$ cat src/include/obcl_defs.svh
`ifndef OBCL_DEFS_SVH
`define OBCL_DEFS_SVH

// Flash locations of the option bytes in the primary and the alternate bank.
`define OBCL_PRI_BASE   16'h0080
`define OBCL_ALT_BASE   16'h1080
`define OBCL_LAST_IDX   3'h4

// Byte indices inside the option area.
`define OBCL_IDX_WDOG   3'h0
`define OBCL_IDX_POC    3'h1
`define OBCL_IDX_RSV_A  3'h2
`define OBCL_IDX_RSV_B  3'h3
`define OBCL_IDX_DBG    3'h4

// Field positions of the watchdog byte.
`define OBCL_B0_RSV     7
`define OBCL_WIN_HI     6
`define OBCL_WIN_LO     5
`define OBCL_AUTO_EN    4
`define OBCL_OVF_MSB    3
`define OBCL_OVF_LSB    1
`define OBCL_LOCK       0

// Field positions of the level and debug bytes.
`define OBCL_POC_SEL    0
`define OBCL_DBG_HI     1
`define OBCL_DBG_LO     0

// Values.
`define OBCL_POC_DEFAULT 1'b0
`define OBCL_OVF_MIN     18'h00400
`define OBCL_OSC_STOP_BIT 1

// Register offsets on the plain register port.
`define OBCL_REG_STATUS  4'h0
`define OBCL_REG_OSCMODE 4'h1
`define OBCL_REG_WDOG    4'h2
`define OBCL_REG_POC     4'h3
`define OBCL_REG_DBG     4'h4
`define OBCL_OSCMODE_RST 1'b0

`endif

$ cat src/include/obcl_pkg.sv
package obcl_pkg;

   // Watchdog window open period, in order 25, 50, 75 and 100 percent.
   typedef enum logic [1:0] {
      OBCL_WIN_25,
      OBCL_WIN_50,
      OBCL_WIN_75,
      OBCL_WIN_100
   } obcl_win_t;

   // Debug access control, in the order of its two-bit field.
   typedef enum logic [1:0] {
      OBCL_DBG_OFF,
      OBCL_DBG_BAD,
      OBCL_DBG_KEEP,
      OBCL_DBG_ERASE
   } obcl_dbg_t;

   // Loader sequence.
   typedef enum logic [2:0] {
      OBCL_IDLE,
      OBCL_FETCH,
      OBCL_WAIT,
      OBCL_COPY,
      OBCL_CWAIT,
      OBCL_DONE
   } obcl_state_t;

   // Decoded settings handed to the other units.
   typedef struct packed {
      obcl_win_t  window;
      logic       auto_en;
      logic [2:0] ovf_sel;
      logic       osc_lock;
      logic       poc_level;
      obcl_dbg_t  dbg;
      logic       cfg_err;
      logic       rsv_err;
   } obcl_cfg_t;

   // Request towards the flash array.
   typedef struct packed {
      logic        rd;
      logic        wr;
      logic [15:0] addr;
      logic [7:0]  wdata;
   } obcl_flash_req_t;

endpackage

$ cat src/hw/obcl_cfg_decode.sv
`timescale 1ns/1ps
`include "obcl_defs.svh"

module obcl_cfg_decode
(
   // Clock and reset
   input  wire logic                 sys_clk_i,
   input  wire logic                 rst_i,
   // Raw bytes and load strobe
   input  wire logic                 load_i,
   input  wire logic                 poc_force_i,
   input  wire logic [4:0][7:0]      bytes_i,
   // Held settings
   output obcl_pkg::obcl_cfg_t       cfg_o,
   output logic [17:0]               ovf_cycles_o,
   output logic                      valid_o
);

   typedef struct packed {
      obcl_pkg::obcl_cfg_t cfg;
      logic [17:0]         ovf;
      logic                valid;
   } obcl_dec_st_t;

   obcl_dec_st_t q;
   obcl_dec_st_t d;
   logic [7:0]   b0;

   assign b0 = bytes_i[`OBCL_IDX_WDOG];

   // Settings are taken once per reset and then held until the next one.
   always_comb
   begin
      d = q;
      if (load_i && !q.valid)
      begin
         d.valid = 1'b1;
         d.cfg.window = obcl_pkg::obcl_win_t'(b0[`OBCL_WIN_HI:`OBCL_WIN_LO]);
         d.cfg.auto_en = b0[`OBCL_AUTO_EN];
         d.cfg.ovf_sel = b0[`OBCL_OVF_MSB:`OBCL_OVF_LSB];
         d.cfg.osc_lock = b0[`OBCL_LOCK];
         d.ovf = `OBCL_OVF_MIN << b0[`OBCL_OVF_MSB:`OBCL_OVF_LSB];
         // Self-programmed level bytes cannot take effect, so the default stays.
         d.cfg.poc_level = poc_force_i ? `OBCL_POC_DEFAULT
                         : bytes_i[`OBCL_IDX_POC][`OBCL_POC_SEL];
         d.cfg.dbg = obcl_pkg::obcl_dbg_t'(
            bytes_i[`OBCL_IDX_DBG][`OBCL_DBG_HI:`OBCL_DBG_LO]);
         // Prohibited window and overflow pairing is flagged, not corrected.
         d.cfg.cfg_err = (b0[`OBCL_OVF_MSB:`OBCL_OVF_LSB] == 3'h0)
                       && (b0[`OBCL_WIN_HI:`OBCL_WIN_LO] == 2'h0);
         d.cfg.rsv_err = b0[`OBCL_B0_RSV]
                       || (bytes_i[`OBCL_IDX_POC][7:1] != 7'h00)
                       || (bytes_i[`OBCL_IDX_RSV_A] != 8'h00)
                       || (bytes_i[`OBCL_IDX_RSV_B] != 8'h00)
                       || (bytes_i[`OBCL_IDX_DBG][7:2] != 6'h00);
      end
   end

   // State register.
   always_ff @(posedge sys_clk_i)
   begin
      if (rst_i)
         q <= '0;
      else
         q <= d;
   end

   assign cfg_o        = q.cfg;
   assign ovf_cycles_o = q.ovf;
   assign valid_o      = q.valid;

endmodule

$ cat src/hw/obcl_clk_gate.sv
`timescale 1ns/1ps

module obcl_clk_gate
(
   // Clock and reset
   input  wire logic sys_clk_i,
   input  wire logic rst_i,
   // Settings and requests
   input  wire logic valid_i,
   input  wire logic auto_en_i,
   input  wire logic lock_i,
   input  wire logic stop_req_i,
   input  wire logic halt_i,
   input  wire logic stop_i,
   // Enables
   output logic      wdog_cnt_en_o,
   output logic      timer8_en_o,
   output logic      osc_stop_o
);

   typedef struct packed {
      logic wdog_en;
      logic timer8_en;
      logic osc_stop;
   } obcl_gate_st_t;

   obcl_gate_st_t q;
   obcl_gate_st_t d;
   logic          sleeping;

   assign sleeping = halt_i || stop_i;

   // Self-programming is deliberately not an input: the watchdog keeps
   // counting through it, so late interrupts must be budgeted in software.
   always_comb
   begin
      d.osc_stop  = valid_i && stop_req_i && !lock_i;
      d.timer8_en = !d.osc_stop;
      d.wdog_en   = valid_i && auto_en_i && !d.osc_stop
                  && !(!lock_i && sleeping);
   end

   // State register.
   always_ff @(posedge sys_clk_i)
   begin
      if (rst_i)
      begin
         q <= '0;
         // Timer clock is kept from reset on, so no false gating shows after release.
         q.timer8_en <= 1'b1;
      end
      else
         q <= d;
   end

   assign wdog_cnt_en_o = q.wdog_en;
   assign timer8_en_o   = q.timer8_en;
   assign osc_stop_o    = q.osc_stop;

endmodule

$ cat src/hw/obcl_loader.sv
`timescale 1ns/1ps
`include "obcl_defs.svh"

module obcl_loader
(
   // Clock and reset
   input  wire logic        sys_clk_i,
   input  wire logic        rst_i,
   // Reset-time conditions
   input  wire logic        boot_swap_i,
   input  wire logic        selfprog_i,
   // Flash array
   output logic             fl_rd_o,
   output logic             fl_wr_o,
   output logic [15:0]      fl_addr_o,
   output logic [7:0]       fl_wdata_o,
   input  wire logic        fl_ack_i,
   input  wire logic [7:0]  fl_rdata_i,
   // Power modes
   input  wire logic        halt_i,
   input  wire logic        stop_i,
   // Register port
   input  wire logic [3:0]  reg_addr_i,
   input  wire logic [7:0]  reg_wdata_i,
   input  wire logic        reg_wr_i,
   input  wire logic        reg_rd_i,
   output logic [7:0]       reg_rdata_o,
   // Reset sequencer
   output logic             cpu_rst_hold_o,
   output logic             cfg_valid_o,
   // Watchdog
   output logic             wdog_run_o,
   output logic             ill_acc_det_en_o,
   output logic [1:0]       wdog_window_o,
   output logic [17:0]      wdog_ovf_cycles_o,
   output logic             wdog_cnt_en_o,
   // Oscillator and timer
   output logic             lowspeed_osc_stop_o,
   output logic             timer8_clk_en_o,
   // Power-on clear and debug
   output logic             poweron_clear_level_sel_o,
   output logic             dbg_en_o,
   output logic             dbg_erase_on_fail_o
);

   typedef struct packed {
      obcl_pkg::obcl_state_t     st;
      logic [2:0]                idx;
      logic [4:0][7:0]           bytes;
      logic                      swap;
      logic                      selfprog;
      obcl_pkg::obcl_flash_req_t fl;
      logic                      load;
      logic                      hold;
      logic                      stop_req;
      logic [7:0]                rdata;
      logic                      run;
      logic                      ill_det;
      logic                      dbg_en;
      logic                      dbg_erase;
   } obcl_ld_st_t;

   obcl_ld_st_t         q;
   obcl_ld_st_t         d;
   obcl_pkg::obcl_cfg_t cfg;
   logic [17:0]         ovf_cycles;
   logic                valid;
   logic [15:0]         base;
   logic [3:0]          rd_cnt_q;

   // Alternate bank base is chosen once, at the release of reset.
   // bank selection
   assign base = q.swap ? `OBCL_ALT_BASE : `OBCL_PRI_BASE;

   // Sequencer, register port and output staging in one next-state process.
   always_comb
   begin
      d = q;
      d.fl.rd = 1'b0;
      d.fl.wr = 1'b0;
      d.load = 1'b0;
      d.rdata = 8'h00;
      unique case (q.st)
         obcl_pkg::OBCL_IDLE:
         begin
            // Straps sampled by a clocked process after reset release.
            d.swap = boot_swap_i;
            d.selfprog = selfprog_i;
            d.idx = 3'h0;
            d.st = obcl_pkg::OBCL_FETCH;
         end
         obcl_pkg::OBCL_FETCH:
         begin
            d.fl.rd = 1'b1;
            d.fl.addr = base + {13'h0000, q.idx};
            d.st = obcl_pkg::OBCL_WAIT;
         end
         obcl_pkg::OBCL_WAIT:
         begin
            if (fl_ack_i)
            begin
               d.bytes[q.idx] = fl_rdata_i;
               if (q.idx == `OBCL_LAST_IDX)
               begin
                  if (q.swap)
                     d.st = obcl_pkg::OBCL_COPY;
                  else
                  begin
                     d.st = obcl_pkg::OBCL_DONE;
                     d.load = 1'b1;
                  end
               end
               else
               begin
                  d.idx = q.idx + 3'h1;
                  d.st = obcl_pkg::OBCL_FETCH;
               end
            end
         end
         obcl_pkg::OBCL_COPY:
         begin
            d.fl.wr = 1'b1;
            d.fl.addr = `OBCL_PRI_BASE + {13'h0000, `OBCL_IDX_POC};
            d.fl.wdata = q.bytes[`OBCL_IDX_POC];
            d.st = obcl_pkg::OBCL_CWAIT;
         end
         obcl_pkg::OBCL_CWAIT:
         begin
            if (fl_ack_i)
            begin
               d.st = obcl_pkg::OBCL_DONE;
               d.load = 1'b1;
            end
         end
         obcl_pkg::OBCL_DONE:
         begin
            d.st = obcl_pkg::OBCL_DONE;
         end
         default:
         begin
            d.st = obcl_pkg::OBCL_IDLE;
         end
      endcase

      d.hold = !valid;

      d.run = valid && cfg.auto_en;
      d.ill_det = valid && cfg.auto_en;

      d.dbg_en = valid && ((cfg.dbg == obcl_pkg::OBCL_DBG_KEEP)
               || (cfg.dbg == obcl_pkg::OBCL_DBG_ERASE));
      d.dbg_erase = valid && (cfg.dbg == obcl_pkg::OBCL_DBG_ERASE);

      // Stop request is the only writable bit; the lock is applied downstream.
      if (reg_wr_i && (reg_addr_i == `OBCL_REG_OSCMODE))
         d.stop_req = reg_wdata_i[`OBCL_OSC_STOP_BIT];

      // Read data stand for exactly one cycle; unmapped offsets read zero.
      if (reg_rd_i)
      begin
         unique case (reg_addr_i)
            `OBCL_REG_STATUS:
               d.rdata = {4'h0, cfg.rsv_err, cfg.cfg_err, q.swap, valid};
            `OBCL_REG_OSCMODE:
               d.rdata = {6'h00, q.stop_req, 1'b0};
            `OBCL_REG_WDOG:
               d.rdata = q.bytes[`OBCL_IDX_WDOG];
            `OBCL_REG_POC:
               d.rdata = {7'h00, cfg.poc_level};
            `OBCL_REG_DBG:
               d.rdata = {6'h00, cfg.dbg};
            default:
               d.rdata = 8'h00;
         endcase
      end
   end

   // State register; the processor is held from reset onward.
   always_ff @(posedge sys_clk_i)
   begin
      if (rst_i)
      begin
         q <= '0;
         q.st <= obcl_pkg::OBCL_IDLE;
         q.hold <= 1'b1;
         q.stop_req <= `OBCL_OSCMODE_RST;
      end
      else
         q <= d;
   end

   // Held settings; the level bit falls back to default under self-programming with swap.
   // level decode
   obcl_cfg_decode u_decode
   (
      .sys_clk_i    (sys_clk_i),
      .rst_i        (rst_i),
      .load_i       (q.load),
      .poc_force_i  (q.swap && q.selfprog),
      .bytes_i      (q.bytes),
      .cfg_o        (cfg),
      .ovf_cycles_o (ovf_cycles),
      .valid_o      (valid)
   );

   // Count clock enables for the watchdog and the low-speed timer.
   // lock blocks stop
   obcl_clk_gate u_gate
   (
      .sys_clk_i     (sys_clk_i),
      .rst_i         (rst_i),
      .valid_i       (valid),
      .auto_en_i     (cfg.auto_en),
      .lock_i        (cfg.osc_lock),
      .stop_req_i    (q.stop_req),
      .halt_i        (halt_i),
      .stop_i        (stop_i),
      .wdog_cnt_en_o (wdog_cnt_en_o),
      .timer8_en_o   (timer8_clk_en_o),
      .osc_stop_o    (lowspeed_osc_stop_o)
   );

   // Outputs, each taken from a flip-flop.
   assign fl_rd_o                   = q.fl.rd;
   assign fl_wr_o                   = q.fl.wr;
   assign fl_addr_o                 = q.fl.addr;
   assign fl_wdata_o                = q.fl.wdata;
   assign reg_rdata_o               = q.rdata;
   assign cpu_rst_hold_o            = q.hold;
   assign cfg_valid_o               = valid;
   assign wdog_run_o                = q.run;
   assign ill_acc_det_en_o          = q.ill_det;
   assign wdog_window_o             = cfg.window;
   assign wdog_ovf_cycles_o         = ovf_cycles;
   assign poweron_clear_level_sel_o = cfg.poc_level;
   assign dbg_en_o                  = q.dbg_en;
   assign dbg_erase_on_fail_o       = q.dbg_erase;

   // Counts flash reads since reset, for the checks below only.
   always_ff @(posedge sys_clk_i)
   begin
      if (rst_i)
         rd_cnt_q <= 4'h0;
      else if (fl_rd_o)
         rd_cnt_q <= rd_cnt_q + 4'h1;
   end

   // Processor stays held until the settings are valid.
   a_hold_until_valid: assert property (
      @(posedge sys_clk_i) disable iff (rst_i)
      !valid |-> cpu_rst_hold_o)
      else $error("processor released before settings were valid");

   // Exactly five reads precede valid settings.
   a_five_reads_done: assert property (
      @(posedge sys_clk_i) disable iff (rst_i)
      $rose(valid) |-> (rd_cnt_q == 4'h5))
      else $error("settings valid without five byte reads");

   // Every read goes to the bank chosen at reset.
   a_read_bank_sel: assert property (
      @(posedge sys_clk_i) disable iff (rst_i)
      fl_rd_o |-> (fl_addr_o[12] == q.swap) && (fl_addr_o[11:3] == 9'h010))
      else $error("option read outside the selected bank");

   // The copy write only happens under swap, to the primary level byte.
   a_copy_poc_byte: assert property (
      @(posedge sys_clk_i) disable iff (rst_i)
      fl_wr_o |-> q.swap && (fl_addr_o == 16'h0081)
                  && (fl_wdata_o == q.bytes[`OBCL_IDX_POC]))
      else $error("level byte copy malformed");

   // Once valid, the held settings never change.
   a_cfg_held_stable: assert property (
      @(posedge sys_clk_i) disable iff (rst_i)
      valid && $past(valid) |-> $stable(cfg) && $stable(ovf_cycles))
      else $error("held settings changed after load");

   // Window output follows the two raw window bits.
   a_window_decode: assert property (
      @(posedge sys_clk_i) disable iff (rst_i)
      valid |-> (wdog_window_o == q.bytes[0][6:5]))
      else $error("window period decode mismatch");

   // Watchdog start follows the auto-enable bit one cycle after valid.
   a_wdog_auto_run: assert property (
      @(posedge sys_clk_i) disable iff (rst_i)
      valid |=> (wdog_run_o == q.bytes[0][4]) && (ill_acc_det_en_o == wdog_run_o))
      else $error("watchdog start does not follow auto-enable bit");

   // Overflow count is two to the power ten plus the field.
   a_ovf_cycle_count: assert property (
      @(posedge sys_clk_i) disable iff (rst_i)
      valid |-> (wdog_ovf_cycles_o == (18'h00400 << q.bytes[0][3:1])))
      else $error("overflow time decode mismatch");

   // A locked oscillator is never stopped.
   a_lock_no_stop: assert property (
      @(posedge sys_clk_i) disable iff (rst_i)
      lowspeed_osc_stop_o |-> !cfg.osc_lock && $past(q.stop_req))
      else $error("locked oscillator was stopped");

   // Unlocked oscillator in halt or stop withholds the watchdog clock.
   a_sleep_gates_wdog: assert property (
      @(posedge sys_clk_i) disable iff (rst_i)
      valid && !cfg.osc_lock && (halt_i || stop_i) |=> !wdog_cnt_en_o)
      else $error("watchdog clocked in sleep with unlocked oscillator");

   // Timer clock follows only the oscillator, not the power mode.
   a_timer_kept_sleep: assert property (
      @(posedge sys_clk_i) disable iff (rst_i)
      timer8_clk_en_o == !lowspeed_osc_stop_o)
      else $error("timer clock gated by power mode");

   // Debug enable and erase follow the two debug bits.
   a_debug_decode: assert property (
      @(posedge sys_clk_i) disable iff (rst_i)
      valid |=> (dbg_en_o == q.bytes[4][1])
                && (dbg_erase_on_fail_o == (q.bytes[4][1:0] == 2'h3)))
      else $error("debug control decode mismatch");

endmodule

$ cat config.mk
export PLATFORM = sky130hd
export DESIGN_NAME = obcl_loader
export DESIGN_NICKNAME = d
export VERILOG_FILES = /design/src/include/obcl_pkg.sv /design/src/hw/obcl_cfg_decode.sv /design/src/hw/obcl_clk_gate.sv /design/src/hw/obcl_loader.sv
export VERILOG_INCLUDE_DIRS = /design/src /design/src/include
export SDC_FILE = /design/constraint.sdc
export NUM_CORES = 1
export LEC_CHECK = 0
export ABC_AREA = 1
export BUFFER_PORTS_ARGS = -buffer_cell sky130_fd_sc_hd__buf_2
export CAP_MARGIN = 20
export CORE_MARGIN = 2
export CORE_UTILIZATION = 54
export DETAILED_ROUTE_END_ITERATION = 12
export PLACE_DENSITY = 0.78
export REMOVE_ABC_BUFFERS = 1
export SYNTH_ARGS = -nofsm -noshare
export SYNTH_HDL_FRONTEND = slang
export SYNTH_SLANG_ARGS = --single-unit
$ cat constraint.sdc
create_clock -name sys_clk_i -period 1.65 [get_ports sys_clk_i]
set_clock_uncertainty 0.05 [all_clocks]
set_input_delay 0.0825 -clock sys_clk_i [delete_from_list [all_inputs] [get_ports sys_clk_i]]
set_output_delay 0.0825 -clock sys_clk_i [all_outputs]
set_load 0.02 [all_outputs]
==> results.tsv <==
stage	metric	value	unit
critical_path	setup.worst_path.end_class	flop	
routing	firstDrtPassIters	5	
routing	route.detailed.wl_per_inst	11.35	µm
synth	synth_largest_type_area_fraction	47.04	%
power	power	4424	µW
synth	post_synth.cell_area_avg	7.381	µm²
critical_path	timing.critical_path.max_delay_family	flip-flops	
sta	fmaxAchievable	684.5	MHz
synth	synth.lib_cells_used.distinct	26	
routing	detailedRoute.firstIterationViolations	137	
sta	grt_setup_unrepaired	no	
global_routing	first_global_vias	3183	
critical_path	max_incr_delay_on_cp	0.48	ns
synth	ys_ff_latch	98	
power	pwr_density_cell	964.6	nW/µm²
outcome	outcome	finished clean	
critical_path	worst-endpoint-arrival	1.66	ns
critical_path	cp.required	1.85	ns
synth	netlist_instances	565	
global_routing	first_pass_grt_wire_length	13.76	mm
final_layout	num_antenna_cells	0	
clocking	clk_root_buffer_cell	sky130_fd_sc_hd__clkbuf_8	
run	cap_violations	0	
synth	synth_edf_count	0	
clocking	cts_tree	built	
synth	async_flop_share	0	%
global_routing	grt_start_max_net_pins	70	
final_layout	layout-drive-gt1-share	15.81	%
routing	ant_nets	0	
floorplan	starting_density_of_the_core	54.82	%
floorplan	core.rowCount	32	
final_layout	finish.net_count	647	
final_layout	area_delta_synth_final	9.991	%
sta	finalHoldViolCount	0	
clocking	cts.repair_timing.setup_buffer_count	0	
power	vdd.ir_drop.worst	0.0004664	V
floorplan	core-area	7607	µm²
global_routing	antenna_found_initial	0	
critical_path	worst_setup_path_start_kind	flop	
routing	post-route-drc-count	0	
floorplan	fp.dieW	91.88	µm
critical_path	crit_fanout	10	
placement	routabilityCongestion	0.8172	
sta	final_max_slew_viol_count	0	
placement	hpwl	5.908	mm
worst_hold_path	hp-class	input pin to flop	
synth	yosysTopAreaCell	sky130_fd_sc_hd__dfxtp_1	
routing	vias_per_inst	4.803	
synth	synth.cells.most_frequent	sky130_fd_sc_hd__nor2_1, sky130_fd_sc_hd__dfxtp_1, sky130_fd_sc_hd__nand2_1	
floorplan	pin_count	93	
clocking	worstSkewPairLatency	0.35	ns
synth	synth.most_common_cell	sky130_fd_sc_hd__nor2_1	
floorplan	die_ar	8442	µm²
critical_path	worst_reg2reg_startpoint	q[88]$_SDFFE_PP0P_	
clocking	clkSlewWorstSetupHoldPaths	0.09	ns
clocking	clock_sink_count	98	
critical_path	crit_start	q[88]$_SDFFE_PP0P_	
clocking	numCtsBuffers	9	
synth	mappedNetlistArea	4170	µm²
critical_path	cpMaxStageDelayCell	sky130_fd_sc_hd__dfxtp_1	
critical_path	worst-setup-path-type	flop to flop	
worst_hold_path	hp-start	fl_rdata_i[3]	
clocking	max-clock-path-buffers	2	
critical_path	path_buf_inv	1	
final_layout	fin_util	60.30	%
synth	synth_area_leaders	sky130_fd_sc_hd__dfxtp_1, sky130_fd_sc_hd__nor2_1, sky130_fd_sc_hd__buf_4	
sta	finalCriticalPeriod	1.461	ns
global_routing	grt.overflow.total	0	
placement	portBuffers	64	
critical_path	critical_path_cell_list	nor2_1, nand2_1, clkinv_1, o21ai_0, a21oi_1	
synth	yosysWarnings	0	
sta	setup_viol_count_final	0	
sta	setup_tns	0	ns
routing	wl	8.194	mm
sta	tcrit_tclk_final	88.54	%
synth	synth_seq_area_share	47.04	%
floorplan	die_h	91.88	µm
final_layout	fillerInstances	718	
routing	routed-via-count	3468	
global_routing	grtUsageTotal	20.10	%
clocking	htree_num_levels	3	
power	power.static_leakage	0.002144	µW
synth	prevailing_post_synth_register_cell	sky130_fd_sc_hd__dfxtp_1	
==> logic make-up (layout without fill, tap and decap cells) <==
| group | after synthesis | in the layout | synth area share, % |
|---|---|---|---|
| buffers and inverters | 107 | 142 | 14.31 |
| AO/OA/AOI/OAI | 82 | 82 | 10.02 |
| adder cells (fa/ha/maj) | 2 | 2 | 0.6000 |
| flip-flops | 98 | 98 | 47.04 |
| other | 1 | 21 | 0.08992 |
| AND/OR/NAND/NOR | 275 | 275 | 27.93 |
==> timing repair <==
item	in CTS	in global routing
hold buffers	10	0
endpoints found under the setup margin	0	3
resized for setup	0	1
endpoints found under the hold margin	14	0
==> registers in the layout, indices dropped and copies added (netlist names) <==
register and count:
fl_wr_o 1, u_gate.osc_stop_o 1, u_decode.ovf_cycles_o 8, u_decode.valid_o 1
fl_rd_o 1, ill_acc_det_en_o 1, fl_wdata_o 8, dbg_en_o 1
dbg_erase_on_fail_o 1, reg_rdata_o 8, u_gate.timer8_en_o 1, cpu_rst_hold_o 1
u_gate.wdog_cnt_en_o 1, u_decode.cfg_o 9, q 50, fl_addr_o 5
==> power breakdown <==
part | internal [µW] | switching [µW]
Clock | 538 | 788
Sequential | 2450 | 71.9
Combinational | 185 | 395
Total | 3170 | 1250
==> worst reg2reg max path, delay by kind of cell (launching register included) <==
| kind | cells | cell delay (ns) |
|---|---|---|
| AND/OR/NAND/NOR | 2 | 0.26 |
| buffers and inverters | 1 | 0.26 |
| flip-flops | 1 | 0.48 |
| AO/OA/AOI/OAI | 2 | 0.31 |
==> layout by cell type, fill, tap and decap left out <==
master and count:
sky130_fd_sc_hd__a21oi_1 27, sky130_fd_sc_hd__a22oi_1 3, sky130_fd_sc_hd__buf_12 1, sky130_fd_sc_hd__buf_2 64, sky130_fd_sc_hd__buf_4 3, sky130_fd_sc_hd__clkbuf_1 1, sky130_fd_sc_hd__clkbuf_8 9, sky130_fd_sc_hd__clkinv_1 2
sky130_fd_sc_hd__clkinv_2 6, sky130_fd_sc_hd__clkinvlp_4 1, sky130_fd_sc_hd__conb_1 21, sky130_fd_sc_hd__dfxtp_1 97, sky130_fd_sc_hd__dfxtp_2 1, sky130_fd_sc_hd__dlygate4sd3_1 10, sky130_fd_sc_hd__ha_1 2, sky130_fd_sc_hd__inv_1 42
sky130_fd_sc_hd__inv_2 2, sky130_fd_sc_hd__inv_6 1, sky130_fd_sc_hd__nand2_1 86, sky130_fd_sc_hd__nand2_2 1, sky130_fd_sc_hd__nand2_4 4, sky130_fd_sc_hd__nand3_1 17, sky130_fd_sc_hd__nand3_2 1, sky130_fd_sc_hd__nand3b_1 1
sky130_fd_sc_hd__nand4_1 6, sky130_fd_sc_hd__nor2_1 147, sky130_fd_sc_hd__nor2_4 2, sky130_fd_sc_hd__nor2_8 1, sky130_fd_sc_hd__nor3_1 8, sky130_fd_sc_hd__nor3_4 1, sky130_fd_sc_hd__o21ai_0 52
==> final timing paths <==
check	end	slack (ns)	cells past startpoint
hold / removal	q[54]$_SDFFE_PP0P_	0.004	3
hold reg to reg	q[41]$_SDFFE_PP0N_	0.40	2
setup / recovery	fl_addr_o[0]$_SDFFE_PP0P_	0.19	5
setup reg to reg	fl_addr_o[0]$_SDFFE_PP0P_	0.19	5
==> metal layers <==
metal	routed length, µm	track usage [%]	share of wire [%]
met4	133	7.587	1.6
met3	269	3.862	3.3
met1	3729	24.33	46
met5	0	0	0
met2	4062	35.36	50
==> cell type report <==
| cell class | count | area, µm² | share of cell area [%] |
|---|---|---|---|
| clock inverters | 5 | 31.28 | 0.6819 |
| inverters | 49 | 187.7 | 4.092 |
| repair buffers | 78 | 462.9 | 10.09 |
| well taps | 102 | 127.6 | 2.782 |
| multi-input cells | 380 | 1687 | 36.77 |
| clock buffers | 10 | 127.6 | 2.782 |
| flip-flops and latches | 98 | 1963 | 42.80 |
==> per-stage QoR <==
stage / cells / hold slack (ns) / setup slack (ns) / area [µm²]
finish: 722 / 0.004028 / 0.1890 / 4587
CTS: 722 / 0.001363 / 0.1277 / 4586
floorplan: 527 / 0.1016 / 0.08240 / 3836
detailed placement: 697 / 0.3210 / 0.1388 / 4327
global route: 722 / 0.02467 / 0.04350 / 4587
global placement: 697 / 0.3124 / 0.1945 / 4327
(Power assumes the default switching activity.)
